File: config.mk
export PLATFORM = sky130hd
export DESIGN_NAME = clock_reset_generator
export DESIGN_NICKNAME = d
export VERILOG_FILES = /design/src/logic/clock_reset_pkg.sv /design/src/logic/clock_reset_generator.sv
export SDC_FILE = /design/constraint.sdc
export NUM_CORES = 1
export LEC_CHECK = 0
export ABC_CLOCK_PERIOD_IN_PS = 6450
export BUFFER_PORTS_ARGS = -buffer_cell sky130_fd_sc_hd__buf_2
export CAP_MARGIN = 20
export CELL_PAD_IN_SITES_DETAIL_PLACEMENT = 0
export CELL_PAD_IN_SITES_GLOBAL_PLACEMENT = 1
export CORE_UTILIZATION = 48
export CTS_CLUSTER_SIZE = 25
export DETAILED_ROUTE_END_ITERATION = 16
export PLACE_DENSITY_LB_ADDON = 0.08
export SETUP_SLACK_MARGIN = 0.05
export SLEW_MARGIN = 40
export SYNTH_ARGS = -nofsm -noshare
export SYNTH_HDL_FRONTEND = slang
export SYNTH_SLANG_ARGS = --single-unit
File: constraint.sdc
create_clock -name clk -period 6.45 [get_ports clk]
set_input_delay 1.29 -clock clk [delete_from_list [all_inputs] [get_ports clk]]
set_output_delay 1.29 -clock clk [all_outputs]
set_load 0.02 [all_outputs]
File: src/logic/clock_reset_pkg.sv
// Shared constants, types and register map of the clock and reset unit
package clock_reset_pkg;
  localparam int AW = 6;
  // Register byte offsets from the unit base address
  localparam logic [3:0] IDX_MULT = 4'h0;
  localparam logic [3:0] IDX_DIV = 4'h1;
  localparam logic [3:0] IDX_UNUSED = 4'h2;
  localparam logic [3:0] IDX_FLAGS = 4'h3;
  localparam logic [3:0] IDX_IRQEN = 4'h4;
  localparam logic [3:0] IDX_CLOCK_SOURCE_SELECT = 4'h5;
  localparam logic [3:0] IDX_PLL_CONTROL = 4'h6;
  localparam logic [3:0] IDX_LPCTL = 4'h7;
  localparam logic [3:0] IDX_DBG = 4'h8;
  // Values after reset
  localparam logic [7:0] MULT_RST = 8'h00;
  localparam logic [7:0] DIV_RST = 8'h00;
  localparam logic [7:0] IRQEN_RST = 8'h00;
  localparam logic [7:0] CLOCK_SOURCE_SELECT_RST = 8'h00;
  localparam logic [7:0] PLL_CONTROL_RST = 8'h81;
  localparam logic [7:0] DBG_RST = 8'h00;
  // Writable bits
  localparam logic [7:0] MULT_WMASK = 8'h3F;
  localparam logic [7:0] DIV_WMASK = 8'h0F;
  localparam logic [7:0] IRQEN_WMASK = 8'h12;
  localparam logic [7:0] CLOCK_SOURCE_SELECT_WMASK = 8'h4B;
  // Field positions
  localparam int FLG_STOP = 7, FLG_POR = 6, FLG_LVR = 5, FLG_LOCK_CHANGE_FLAG = 4;
  localparam int FLG_LOCK = 3, FLG_TRACK = 2, FLG_SCMIF = 1, FLG_SCM = 0;
  localparam int IE_LOCK = 4, IE_SCM = 1;
  localparam int SEL_PLL = 7, SEL_PSEUDO_STOP_SELECT = 6, SEL_PLLDOZE = 3;
  localparam int SEL_RTIDOZE = 1, SEL_WDTDOZE = 0;
  localparam int PC_CME = 7, PC_PLLON = 6, PC_AUTO = 5, PC_ACQ = 4;
  localparam int PC_RTIPS = 2, PC_WDTPS = 1, PC_SELF_CLOCKING_ENABLE = 0;
  localparam int LP_STOP = 1, LP_DOZE = 0;
  // Timing
  localparam int CLK_NS = 10;
  localparam int MON_TIMEOUT_NS = 500;
  localparam int MON_TIMEOUT_CYC = (MON_TIMEOUT_NS + CLK_NS - 1) / CLK_NS;
  localparam int CQC_WINDOW_NS = 2000;
  localparam int CQC_WINDOW_CYC = (CQC_WINDOW_NS + CLK_NS - 1) / CLK_NS;
  localparam int CQC_EDGES = 64;
  localparam int RST_STRETCH_NS = 640;
  localparam int RST_STRETCH_CYC = (RST_STRETCH_NS + CLK_NS - 1) / CLK_NS;
  localparam int PIN_GUARD_CYC = 4;
  typedef enum logic [1:0] {
    MODE_RUN = 2'b00, MODE_DOZE = 2'b01,
    MODE_FSTOP = 2'b10, MODE_PSTOP = 2'b11
  } mode_t;
  typedef struct packed {
    logic [AW-1:0] addr;
    logic [7:0] wdata;
    logic wr;
    logic rd;
  } regReq_t;
endpackage : clock_reset_pkg

File: src/logic/clock_reset_generator.sv
// Clock select, PLL programming, clock checks, low-power modes and resets
// Operation
// - Doze or stop entered only by software write to low-power control.
// - Stop with pseudo-stop bit set enters pseudo-stop, oscillator kept.
// - Monitor timeout without oscillator edges gives reset or self-clock.
// - Self-clock mode runs the PLL alone at minimum VCO frequency.
// - After power-on or stop wake-up, count oscillator edges in window.
// - Failed quality check gives self-clock with both enables set, clock monitor reset with self-clock off.
// - System reset from power-on, low voltage, watchdog, monitor, pin.
// - Interrupt can be requested when PLL enters or leaves lock.
// - Run keeps all active; doze gates clocks by select bits.
// - Full stop disables oscillator, all clocks, freezes timers.
// - Pseudo-stop keeps oscillator; timers run only with own enable.
// - Self-clock entered only with monitor and self-clock enables set.
// - Self-clock starts quality check, stays until check passes.
// - Reset pin low resets device; device drives it low on reset.
// - Clock-out pin level sampled at reset selects oscillator mode.
// - After reset clock-out pin outputs the system clock.
// - Registers sit at base plus offset, multiplier first, debug last.
// - Multiplier and divider writes ignored while PLL is selected.
// - PLL frequency is 2 times osc times (mult+1) over (div+1).
// - PLL output never below minimum VCO frequency.
// - Multiplier or divider write reinitialises lock and track bits.
// - Lock change sets lock flag; interrupt if lock enable set.
// - Selecting PLL ignored while PLL not locked or tracking.
// - Self-clock status reads one in self-clock mode, else zero.
//
// Implementation choice: the address-and-strobe port.
`timescale 1ns/1ps
module clock_reset_generator #(
  parameter int MON_CYC = clock_reset_pkg::MON_TIMEOUT_CYC,
  parameter int CQC_CYC = clock_reset_pkg::CQC_WINDOW_CYC,
  parameter int CQC_MIN = clock_reset_pkg::CQC_EDGES,
  parameter int RST_CYC = clock_reset_pkg::RST_STRETCH_CYC
) (
  // Clock and reset
  input wire logic clk,
  input wire logic resetn,
  // Register port
  input clock_reset_pkg::regReq_t req,
  output logic [7:0] rdata,
  // Oscillator and PLL analog side
  input wire logic oscClkIn,
  input wire logic pllLockIn,
  input wire logic pllTrackIn,
  output logic oscEnableOut,
  output logic oscLoopModeOut,
  output logic pllPowerOut,
  output logic pllSelfClockOut,
  output logic [7:0] pllNumOut,
  output logic [4:0] pllDenOut,
  output logic pllAutoOut,
  output logic pllAcqOut,
  output logic pllDetInitOut,
  // Clock distribution
  output logic sysClkSelPllOut,
  output logic sysClkEnOut,
  output logic periphClkEnOut,
  output logic rtiClkEnOut,
  output logic wdtClkEnOut,
  output clock_reset_pkg::mode_t modeOut,
  input wire logic wakeIn,
  // Shared clock-out pin
  input wire logic clkOutPinIn,
  output logic clkOutOe,
  // Reset sources and reset pin
  input wire logic porIn,
  input wire logic lvrIn,
  input wire logic wdtTimeoutIn,
  input wire logic resetPinIn,
  output logic resetPinOut,
  output logic resetPinOe,
  output logic sysResetOut,
  output logic irqOut
);
  import clock_reset_pkg::*;

  // Match a bus address against a register byte offset
  function automatic logic regHit(logic [AW-1:0] a, logic [3:0] idx);
    regHit = (a == {{(AW-4){1'b0}}, idx});
  endfunction : regHit

  // Merge write data into a register under a mask
  function automatic logic [7:0] wMerge(logic [7:0] o, logic [7:0] n,
                                        logic [7:0] m);
    wMerge = (o & ~m) | (n & m);
  endfunction : wMerge

  logic [7:0] multFf, divFf, irqEnFf, clkSelFf, pllCtlFf, lpCtlFf, dbgFf;
  logic stopEfFf, porFf, lvrFf, lockIfFf, lockFf, trackFf, scmIfFf, scmFf;
  mode_t modeFf;
  logic [15:0] monCntFf, cqcCntFf, cqcEdgFf, rstCntFf;
  logic [2:0] guardFf;
  logic cqcActFf, resetnDlyFf;
  logic oscS1, oscS2, oscS3, lockS1, lockS2, trkS1, trkS2;
  logic [1:0] anaS1, anaS2;
  logic pinS1, pinS2, coS1, coS2;

  // Two-stage synchronisers for asynchronous inputs
  always_ff @(posedge clk) begin
    oscS1 <= oscClkIn;
    oscS2 <= oscS1;
    oscS3 <= oscS2;
    lockS1 <= pllLockIn;
    lockS2 <= lockS1;
    trkS1 <= pllTrackIn;
    trkS2 <= trkS1;
    anaS1 <= {lvrIn, porIn};
    anaS2 <= anaS1;
    pinS1 <= resetPinIn;
    pinS2 <= pinS1;
    coS1 <= clkOutPinIn;
    coS2 <= coS1;
  end

  // Register decode
  logic wMult, wDiv, wFlags, wIrqEn, wSel, wPll, wLp, wDbg;
  assign wMult = req.wr && regHit(req.addr, IDX_MULT);
  assign wDiv = req.wr && regHit(req.addr, IDX_DIV);
  assign wFlags = req.wr && regHit(req.addr, IDX_FLAGS);
  assign wIrqEn = req.wr && regHit(req.addr, IDX_IRQEN);
  assign wSel = req.wr && regHit(req.addr, IDX_CLOCK_SOURCE_SELECT);
  assign wPll = req.wr && regHit(req.addr, IDX_PLL_CONTROL);
  assign wLp = req.wr && regHit(req.addr, IDX_LPCTL);
  assign wDbg = req.wr && regHit(req.addr, IDX_DBG);

  // Events shared by several processes
  logic oscEdge, autoEff, pllOk, detInit, monFail, cqcDone, cqcPass;
  logic cqcFail, cmFault, enterScm, leaveScm, cmReset, rstSrc;
  logic stopReq, dozeReq, enterStop, enterDoze, wake, cfgRst, pinLow;
  logic nxtLock, nxtTrack;
  assign oscEdge = oscS2 && !oscS3;
  assign autoEff = pllCtlFf[PC_AUTO] | clkSelFf[SEL_PLLDOZE];
  assign pllOk = autoEff ? lockFf : trackFf;
  assign detInit = (wMult || wDiv) && !clkSelFf[SEL_PLL];
  assign monFail = pllCtlFf[PC_CME] && modeFf != MODE_FSTOP && !scmFf &&
                   monCntFf == 16'(MON_CYC - 1);
  assign cqcDone = cqcActFf && cqcCntFf == 16'(CQC_CYC - 1);
  assign cqcPass = cqcDone && cqcEdgFf >= 16'(CQC_MIN);
  assign cqcFail = cqcDone && !(cqcEdgFf >= 16'(CQC_MIN));
  assign cmFault = monFail || (cqcFail && !scmFf);
  assign enterScm = cmFault && pllCtlFf[PC_SELF_CLOCKING_ENABLE] &&
                    pllCtlFf[PC_CME];
  assign leaveScm = scmFf && cqcPass;
  assign cmReset = cmFault && !pllCtlFf[PC_SELF_CLOCKING_ENABLE];
  assign pinLow = !pinS2 && !resetPinOe && guardFf == 3'h0;
  assign rstSrc = anaS2[0] || anaS2[1] || wdtTimeoutIn ||
                  cmReset || pinLow;
  assign wake = wakeIn && modeFf != MODE_RUN;
  assign stopReq = wLp && req.wdata[LP_STOP];
  assign dozeReq = wLp && req.wdata[LP_DOZE] && !req.wdata[LP_STOP];
  assign enterStop = stopReq && modeFf == MODE_RUN && !wakeIn;
  assign enterDoze = dozeReq && modeFf == MODE_RUN && !wakeIn;
  assign cfgRst = !resetn || sysResetOut;

  // Oscillator mode strap caught just after reset release
  always_ff @(posedge clk) begin
    resetnDlyFf <= resetn;
    if (resetn && !resetnDlyFf) begin
      oscLoopModeOut <= coS2;
    end
  end

  // Multiplier and divider registers
  always_ff @(posedge clk) begin
    if (cfgRst) begin
      multFf <= MULT_RST;
      divFf <= DIV_RST;
    end else begin
      if (wMult && !clkSelFf[SEL_PLL]) begin
        multFf <= req.wdata & MULT_WMASK;
      end
      if (wDiv && !clkSelFf[SEL_PLL]) begin
        divFf <= req.wdata & DIV_WMASK;
      end
    end
  end

  // Configuration registers
  always_ff @(posedge clk) begin
    if (cfgRst) begin
      irqEnFf <= IRQEN_RST;
      clkSelFf <= CLOCK_SOURCE_SELECT_RST;
      pllCtlFf <= PLL_CONTROL_RST;
      dbgFf <= DBG_RST;
    end else begin
      if (wIrqEn) begin
        irqEnFf <= req.wdata & IRQEN_WMASK;
      end
      if (wDbg) begin
        dbgFf <= req.wdata;
      end
      if (wSel) begin
        clkSelFf <= wMerge(clkSelFf, req.wdata, CLOCK_SOURCE_SELECT_WMASK);
        clkSelFf[SEL_PLL] <= req.wdata[SEL_PLL] && pllOk;
      end
      if (enterScm || enterStop ||
          (enterDoze && clkSelFf[SEL_PLLDOZE])) begin
        clkSelFf[SEL_PLL] <= 1'b0;
      end
      if (wPll) begin
        pllCtlFf[5:1] <= req.wdata[5:1];
        if (!scmFf) begin
          pllCtlFf[PC_CME] <= req.wdata[PC_CME];
        end
        if (!clkSelFf[SEL_PLL]) begin
          pllCtlFf[PC_PLLON] <= req.wdata[PC_PLLON];
        end
        pllCtlFf[PC_SELF_CLOCKING_ENABLE] <= req.wdata[PC_SELF_CLOCKING_ENABLE] || scmFf;
      end
    end
  end

  // Operating mode and low-power control
  always_ff @(posedge clk) begin
    if (cfgRst) begin
      modeFf <= MODE_RUN;
      lpCtlFf <= 8'h00;
    end else if (wake) begin
      modeFf <= MODE_RUN;
      lpCtlFf <= 8'h00;
    end else if (enterStop) begin
      modeFf <= clkSelFf[SEL_PSEUDO_STOP_SELECT] ? MODE_PSTOP : MODE_FSTOP;
      lpCtlFf <= 8'h00 | (8'h01 << LP_STOP);
    end else if (enterDoze) begin
      modeFf <= MODE_DOZE;
      lpCtlFf <= 8'h00 | (8'h01 << LP_DOZE);
    end
  end

  // Flags: hardware set wins over a write-one clear
  always_ff @(posedge clk) begin
    if (!resetn) begin
      stopEfFf <= 1'b0;
      porFf <= 1'b1;
      lvrFf <= 1'b0;
      lockIfFf <= 1'b0;
      scmIfFf <= 1'b0;
    end else begin
      stopEfFf <= enterStop ||
                  (stopEfFf && !(wFlags && req.wdata[FLG_STOP]) && !stopReq);
      porFf <= anaS2[0] || (porFf && !(wFlags && req.wdata[FLG_POR]));
      lvrFf <= anaS2[1] || (lvrFf && !(wFlags && req.wdata[FLG_LVR]));
      lockIfFf <= (lockFf != nxtLock) ||
                  (lockIfFf && !(wFlags && req.wdata[FLG_LOCK_CHANGE_FLAG]));
      scmIfFf <= enterScm || leaveScm ||
                 (scmIfFf && !(wFlags && req.wdata[FLG_SCMIF]));
    end
  end

  // Lock and track status, cleared by detector reinit and in self-clock
  assign nxtLock = lockS2 && !detInit && !scmFf && !enterScm;
  assign nxtTrack = trkS2 && !detInit && !scmFf && !enterScm;
  always_ff @(posedge clk) begin
    if (!resetn) begin
      lockFf <= 1'b0;
      trackFf <= 1'b0;
    end else begin
      lockFf <= nxtLock;
      trackFf <= nxtTrack;
    end
  end

  // Self-clock status
  always_ff @(posedge clk) begin
    if (!resetn) begin
      scmFf <= 1'b0;
    end else if (enterScm) begin
      scmFf <= 1'b1;
    end else if (leaveScm) begin
      scmFf <= 1'b0;
    end
  end

  // Clock monitor: counts cycles with no oscillator edge
  always_ff @(posedge clk) begin
    // Held clear in full stop so a stale count cannot mask a later loss
    if (!resetn || oscEdge || monFail || !pllCtlFf[PC_CME] ||
        modeFf == MODE_FSTOP) begin
      monCntFf <= 16'h0000;
    end else begin
      monCntFf <= monCntFf + 16'h0001;
    end
  end

  // Clock quality checker: edges counted over a fixed window
  always_ff @(posedge clk) begin
    if (!resetn) begin
      cqcActFf <= 1'b0;
      cqcCntFf <= 16'h0000;
      cqcEdgFf <= 16'h0000;
    end else if ((!resetnDlyFf) || enterScm || (cqcFail && scmFf) ||
                 (wake && modeFf[1])) begin
      cqcActFf <= 1'b1;
      cqcCntFf <= 16'h0000;
      cqcEdgFf <= 16'h0000;
    end else if (cqcDone) begin
      cqcActFf <= 1'b0;
    end else if (cqcActFf) begin
      cqcCntFf <= cqcCntFf + 16'h0001;
      if (oscEdge && cqcEdgFf != 16'hFFFF) begin
        cqcEdgFf <= cqcEdgFf + 16'h0001;
      end
    end
  end

  // Reset stretch and reset pin drive, with a guard after release
  always_ff @(posedge clk) begin
    if (!resetn) begin
      rstCntFf <= 16'h0000;
      guardFf <= 3'h0;
    end else begin
      if (rstSrc) begin
        rstCntFf <= 16'(RST_CYC);
      end else if (rstCntFf != 16'h0000) begin
        rstCntFf <= rstCntFf - 16'h0001;
      end
      if (resetPinOe) begin
        guardFf <= 3'(PIN_GUARD_CYC);
      end else if (guardFf != 3'h0) begin
        guardFf <= guardFf - 3'h1;
      end
    end
  end

  // Registered outputs
  always_ff @(posedge clk) begin
    if (!resetn) begin
      sysResetOut <= 1'b0;
      resetPinOut <= 1'b0;
      resetPinOe <= 1'b0;
      irqOut <= 1'b0;
      oscEnableOut <= 1'b1;
      pllPowerOut <= 1'b0;
      pllSelfClockOut <= 1'b0;
      pllNumOut <= 8'h02;
      pllDenOut <= 5'h01;
      pllAutoOut <= 1'b1;
      pllAcqOut <= 1'b0;
      pllDetInitOut <= 1'b0;
      sysClkSelPllOut <= 1'b0;
      sysClkEnOut <= 1'b1;
      periphClkEnOut <= 1'b1;
      rtiClkEnOut <= 1'b1;
      wdtClkEnOut <= 1'b1;
      modeOut <= MODE_RUN;
      clkOutOe <= 1'b0;
      rdata <= 8'h00;
    end else begin
      sysResetOut <= rstCntFf != 16'h0000 || rstSrc;
      resetPinOut <= 1'b0;
      resetPinOe <= rstCntFf != 16'h0000 || rstSrc;
      irqOut <= (lockIfFf && irqEnFf[IE_LOCK]) ||
                (scmIfFf && irqEnFf[IE_SCM]);
      oscEnableOut <= modeFf != MODE_FSTOP;
      pllPowerOut <= scmFf || (pllCtlFf[PC_PLLON] && !modeFf[1] &&
                     !(modeFf == MODE_DOZE && clkSelFf[SEL_PLLDOZE]));
      pllSelfClockOut <= scmFf;
      pllNumOut <= {multFf[5:0], 1'b0} + 8'h02;
      pllDenOut <= {1'b0, divFf[3:0]} + 5'h01;
      pllAutoOut <= autoEff;
      pllAcqOut <= pllCtlFf[PC_ACQ];
      pllDetInitOut <= detInit;
      sysClkSelPllOut <= clkSelFf[SEL_PLL] && !scmFf;
      sysClkEnOut <= modeFf == MODE_RUN;
      periphClkEnOut <= modeFf == MODE_RUN ||
                        modeFf == MODE_DOZE;
      rtiClkEnOut <= modeFf == MODE_RUN ||
                     (modeFf == MODE_DOZE && !clkSelFf[SEL_RTIDOZE]) ||
                     (modeFf == MODE_PSTOP && pllCtlFf[PC_RTIPS]);
      wdtClkEnOut <= modeFf == MODE_RUN ||
                     (modeFf == MODE_DOZE && !clkSelFf[SEL_WDTDOZE]) ||
                     (modeFf == MODE_PSTOP && pllCtlFf[PC_WDTPS]);
      modeOut <= modeFf;
      clkOutOe <= resetnDlyFf;
      rdata <= 8'h00;
      if (req.rd) begin
        case (req.addr[3:0])
          IDX_MULT: rdata <= multFf;
          IDX_DIV: rdata <= divFf;
          IDX_FLAGS: rdata <= {stopEfFf, porFf, lvrFf, lockIfFf,
                               lockFf, trackFf, scmIfFf, scmFf};
          IDX_IRQEN: rdata <= irqEnFf;
          IDX_CLOCK_SOURCE_SELECT: rdata <= clkSelFf;
          IDX_PLL_CONTROL: rdata <= pllCtlFf;
          IDX_LPCTL: rdata <= lpCtlFf;
          IDX_DBG: rdata <= dbgFf;
          default: rdata <= 8'h00;
        endcase
        if (req.addr[AW-1:4] != '0) begin
          rdata <= 8'h00;
        end
      end
    end
  end
endmodule : clock_reset_generator

==> out/metrics.yaml <==
grt_pass1_wl_um: 26390
crit_chain: "buf_2 > nor3b_2 > buf_4 > and3b_1 > nand3b_1 > a221oi_1 > and3_1"
multi_input_area_um2: 3299
area_growth_pct: 13.94
ir_worst_vdd_mv: 0.1904
worst_ep_required_time_ps: 6820
period_share_pct: 40.34
ys_async_sr_fraction_pct: 0
grt_max_degree: 33
numCtsBuffers: 17
synth_edf_count: 1
antenna_found_initial: 0
synth_top_area_share_pct: 47.80
die_w_um: 121.6
fin_crit_ps: 2602
cts_tree: "built"
cp_slowest_stage_delay_ps: 360
critPathLaunch: "req[15]"
end_kind: "register"
tns_ps: 0
clock_sinks: 165
clockRootBuffer: "clkbuf_16"
gp_congestion: 0.8411
placed_cell_area_um2: 7258
max_freq_mhz: 384.3
clock_latency_ps: 420
slew_headroom_pct: 53.26
grt.total_usage_pct: 23.11
rows: 43
drc: 0
initial_core_util_pct: 49.29
rsz0062_at_grt: "false"
port_buffers: 64
vias: 5540
drive_gt1_share_pct: 15.33
r2r_slack_ps: 4030
path_clk_slew_ps: 60
avgViaCountPerCell: 5.458
syn_area_per_cell_um2: 8.908
register_area_um2: 3313
crit_fanout: 20
final_area_um2: 7825
layout_common_cells: "164 x dfxtp_1, 114 x nor2_1, 73 x nand2_1, 64 x buf_2"
ys_seq_elements: 165
antenna_left: 0
clock_tree.buffer_depth: 2
drt-pass1-iter-count: 6
yosys_warnings: 0
drtIter0Drc: 378
arrival_ps: 2970
tightest_slew_ps: 701.1
dpl.hpwl_um: 11460
post_cts_resized: 0
yosysSeqAreaShare_pct: 48.24
cts_hold_buf: 0
synth.distinct_cells: 63
ys_top_cells_by_area: "dfxtp_1 48%, nor2_1 6.2%, xor2_1 4.5%, nand2_1 4.0%, a21oi_1 3.2%"
synth_top_area_cell: "dfxtp_1"
status: "complete, no violations"
hp-class: "reg -> reg"
min_from: "pinS1$_DFF_P_"
synth_area_um2: 6868
dieArea_um2: 14790
rr_startpoint: "cqcCntFf[0]$_SDFFE_PP0P_"
layout.filler_cells: 1272
syn-instance-count: 771
worst_setup_path_start_kind: "primary input"
final-setup-viol-count: 0
grt_overflow: 0
antennaDiodeCount: 0
pwr_density_cell_nw_per_um2: 271.9
final_common_cell: "dfxtp_1"
crit_type: "in -> reg"
pin_count: 67
cp_slowest_cell: "a221oi_1"
core_um2: 13930
max_cap_viol_count: 0
hold_viol_final: 0
synth-main-ff-cell: "dfxtp_1"
fp.dieH_um: 121.6
final_nets: 859
post_cts_buffers: 0
h-tree-depth: 4
drv_slew: 0
grt_pass1_vias: 5131
routed_wl_um: 15960
finalClockSkew_ps: 7.874
routedWlPerCell_um: 15.72
leakage_nw: 3.049
## cells by family (layout without fill, tap and decap cells)
kind of cell / Yosys count / count (layout) / share of synthesized area (%)
adders and majority gates: 10 / 10 / 1.822
buffers and inverters: 57 / 120 / 4.099
AOI/OAI and AO/OA: 96 / 96 / 8.964
other: 1 / 2 / 0.05460
DFF: 165 / 165 / 48.24
muxes: 24 / 24 / 3.589
xor gates and xnor gates: 59 / 59 / 7.524
and+or+nand+nor: 359 / 359 / 25.71
## cell type report
| type | count | share of cell area [%] |
|---|---|---|
| sequential | 165 | 42.34 |
| multi-input combinational | 550 | 42.16 |
| clock inverter | 9 | 1.327 |
| inverter | 20 | 0.9594 |
| clock buffer | 23 | 5.852 |
| tap | 180 | 2.878 |
| timing repair buffer | 68 | 4.477 |
## worst paths after layout
kind,cells past startpoint,endpoint
max,7,clkSelFf[7]$_SDFFE_PP0P_
min,0,pinS2$_DFF_P_
max reg2reg,7,cqcCntFf[8]$_SDFFE_PP0P_
min reg2reg,0,pinS2$_DFF_P_
## registers in the layout (all words and copies together), names as in the netlist, 3 cells and up
name	flops
pllNumOut	7
multFf	6
dbgFf	8
pllDenOut	5
rstCntFf	16
divFf	4
rdata	8
clkSelFf	5
pllCtlFf	8
cqcEdgFf	16
guardFf	3
monCntFf	16
cqcCntFf	16
## per-layer routing
metal / vias up / share of wire, % / GRT usage (%) / routed length (µm)
met5: - / 0 / 0 / 0
met4: 0 / 1.2 / 7.176 / 184
met3: 16 / 5.5 / 5.384 / 882
met2: 163 / 46 / 35.51 / 7305
met1: 2604 / 48 / 32.06 / 7587
li1: 2757 / - / - / -
## synthesized netlist by cell type (4+ instances only)
cell type / instances
a21oi_1: 44
a221oi_1: 5
a22o_1: 5
a22oi_1: 7
and2_1: 10
and3_1: 13
and4_1: 4
buf_4: 5
clkbuf_1: 26
dfxtp_1: 164
ha_1: 10
inv_1: 20
mux2_2: 5
mux2i_1: 19
nand2_1: 73
nand3_1: 44
nand4_1: 21
nor2_1: 114
nor2_2: 14
nor2b_1: 6
nor3_1: 17
nor4_1: 13
o21ai_0: 11
or3_1: 5
or4_1: 4
xnor2_1: 24
xor2_1: 35
## critical path: cells and delay by family
kind	cells	cell delay [ps]
compound gates	1	360
buf+inv	2	370
simple gates	4	940
## through the flow
step | setup slack [ps] | hold slack (ps) | util, % | total power, mW | cells
after global routing | 3701 | 329.8 | 56.16 | 2.213 | 1015
after detailed placement | 3437 | 312.1 | 52.09 | 1.181 | 983
final | 3848 | 324.4 | 56.16 | 2.127 | 1015
after global placement | 3493 | 314.0 | 52.04 | 1.178 | 983
after floorplan | 3638 | 309.6 | - | 1.150 | 772
after CTS | 3872 | 325.8 | 56.12 | 2.147 | 1015
## power by group
part	internal, mW	total (mW)	switching (mW)
Combinational	0.0379	0.114	0.0756
Sequential	1.04	1.05	0.0105
Clock	0.578	0.968	0.390
Total	1.65	2.13	0.476
Power figures use the tool's default switching activity.
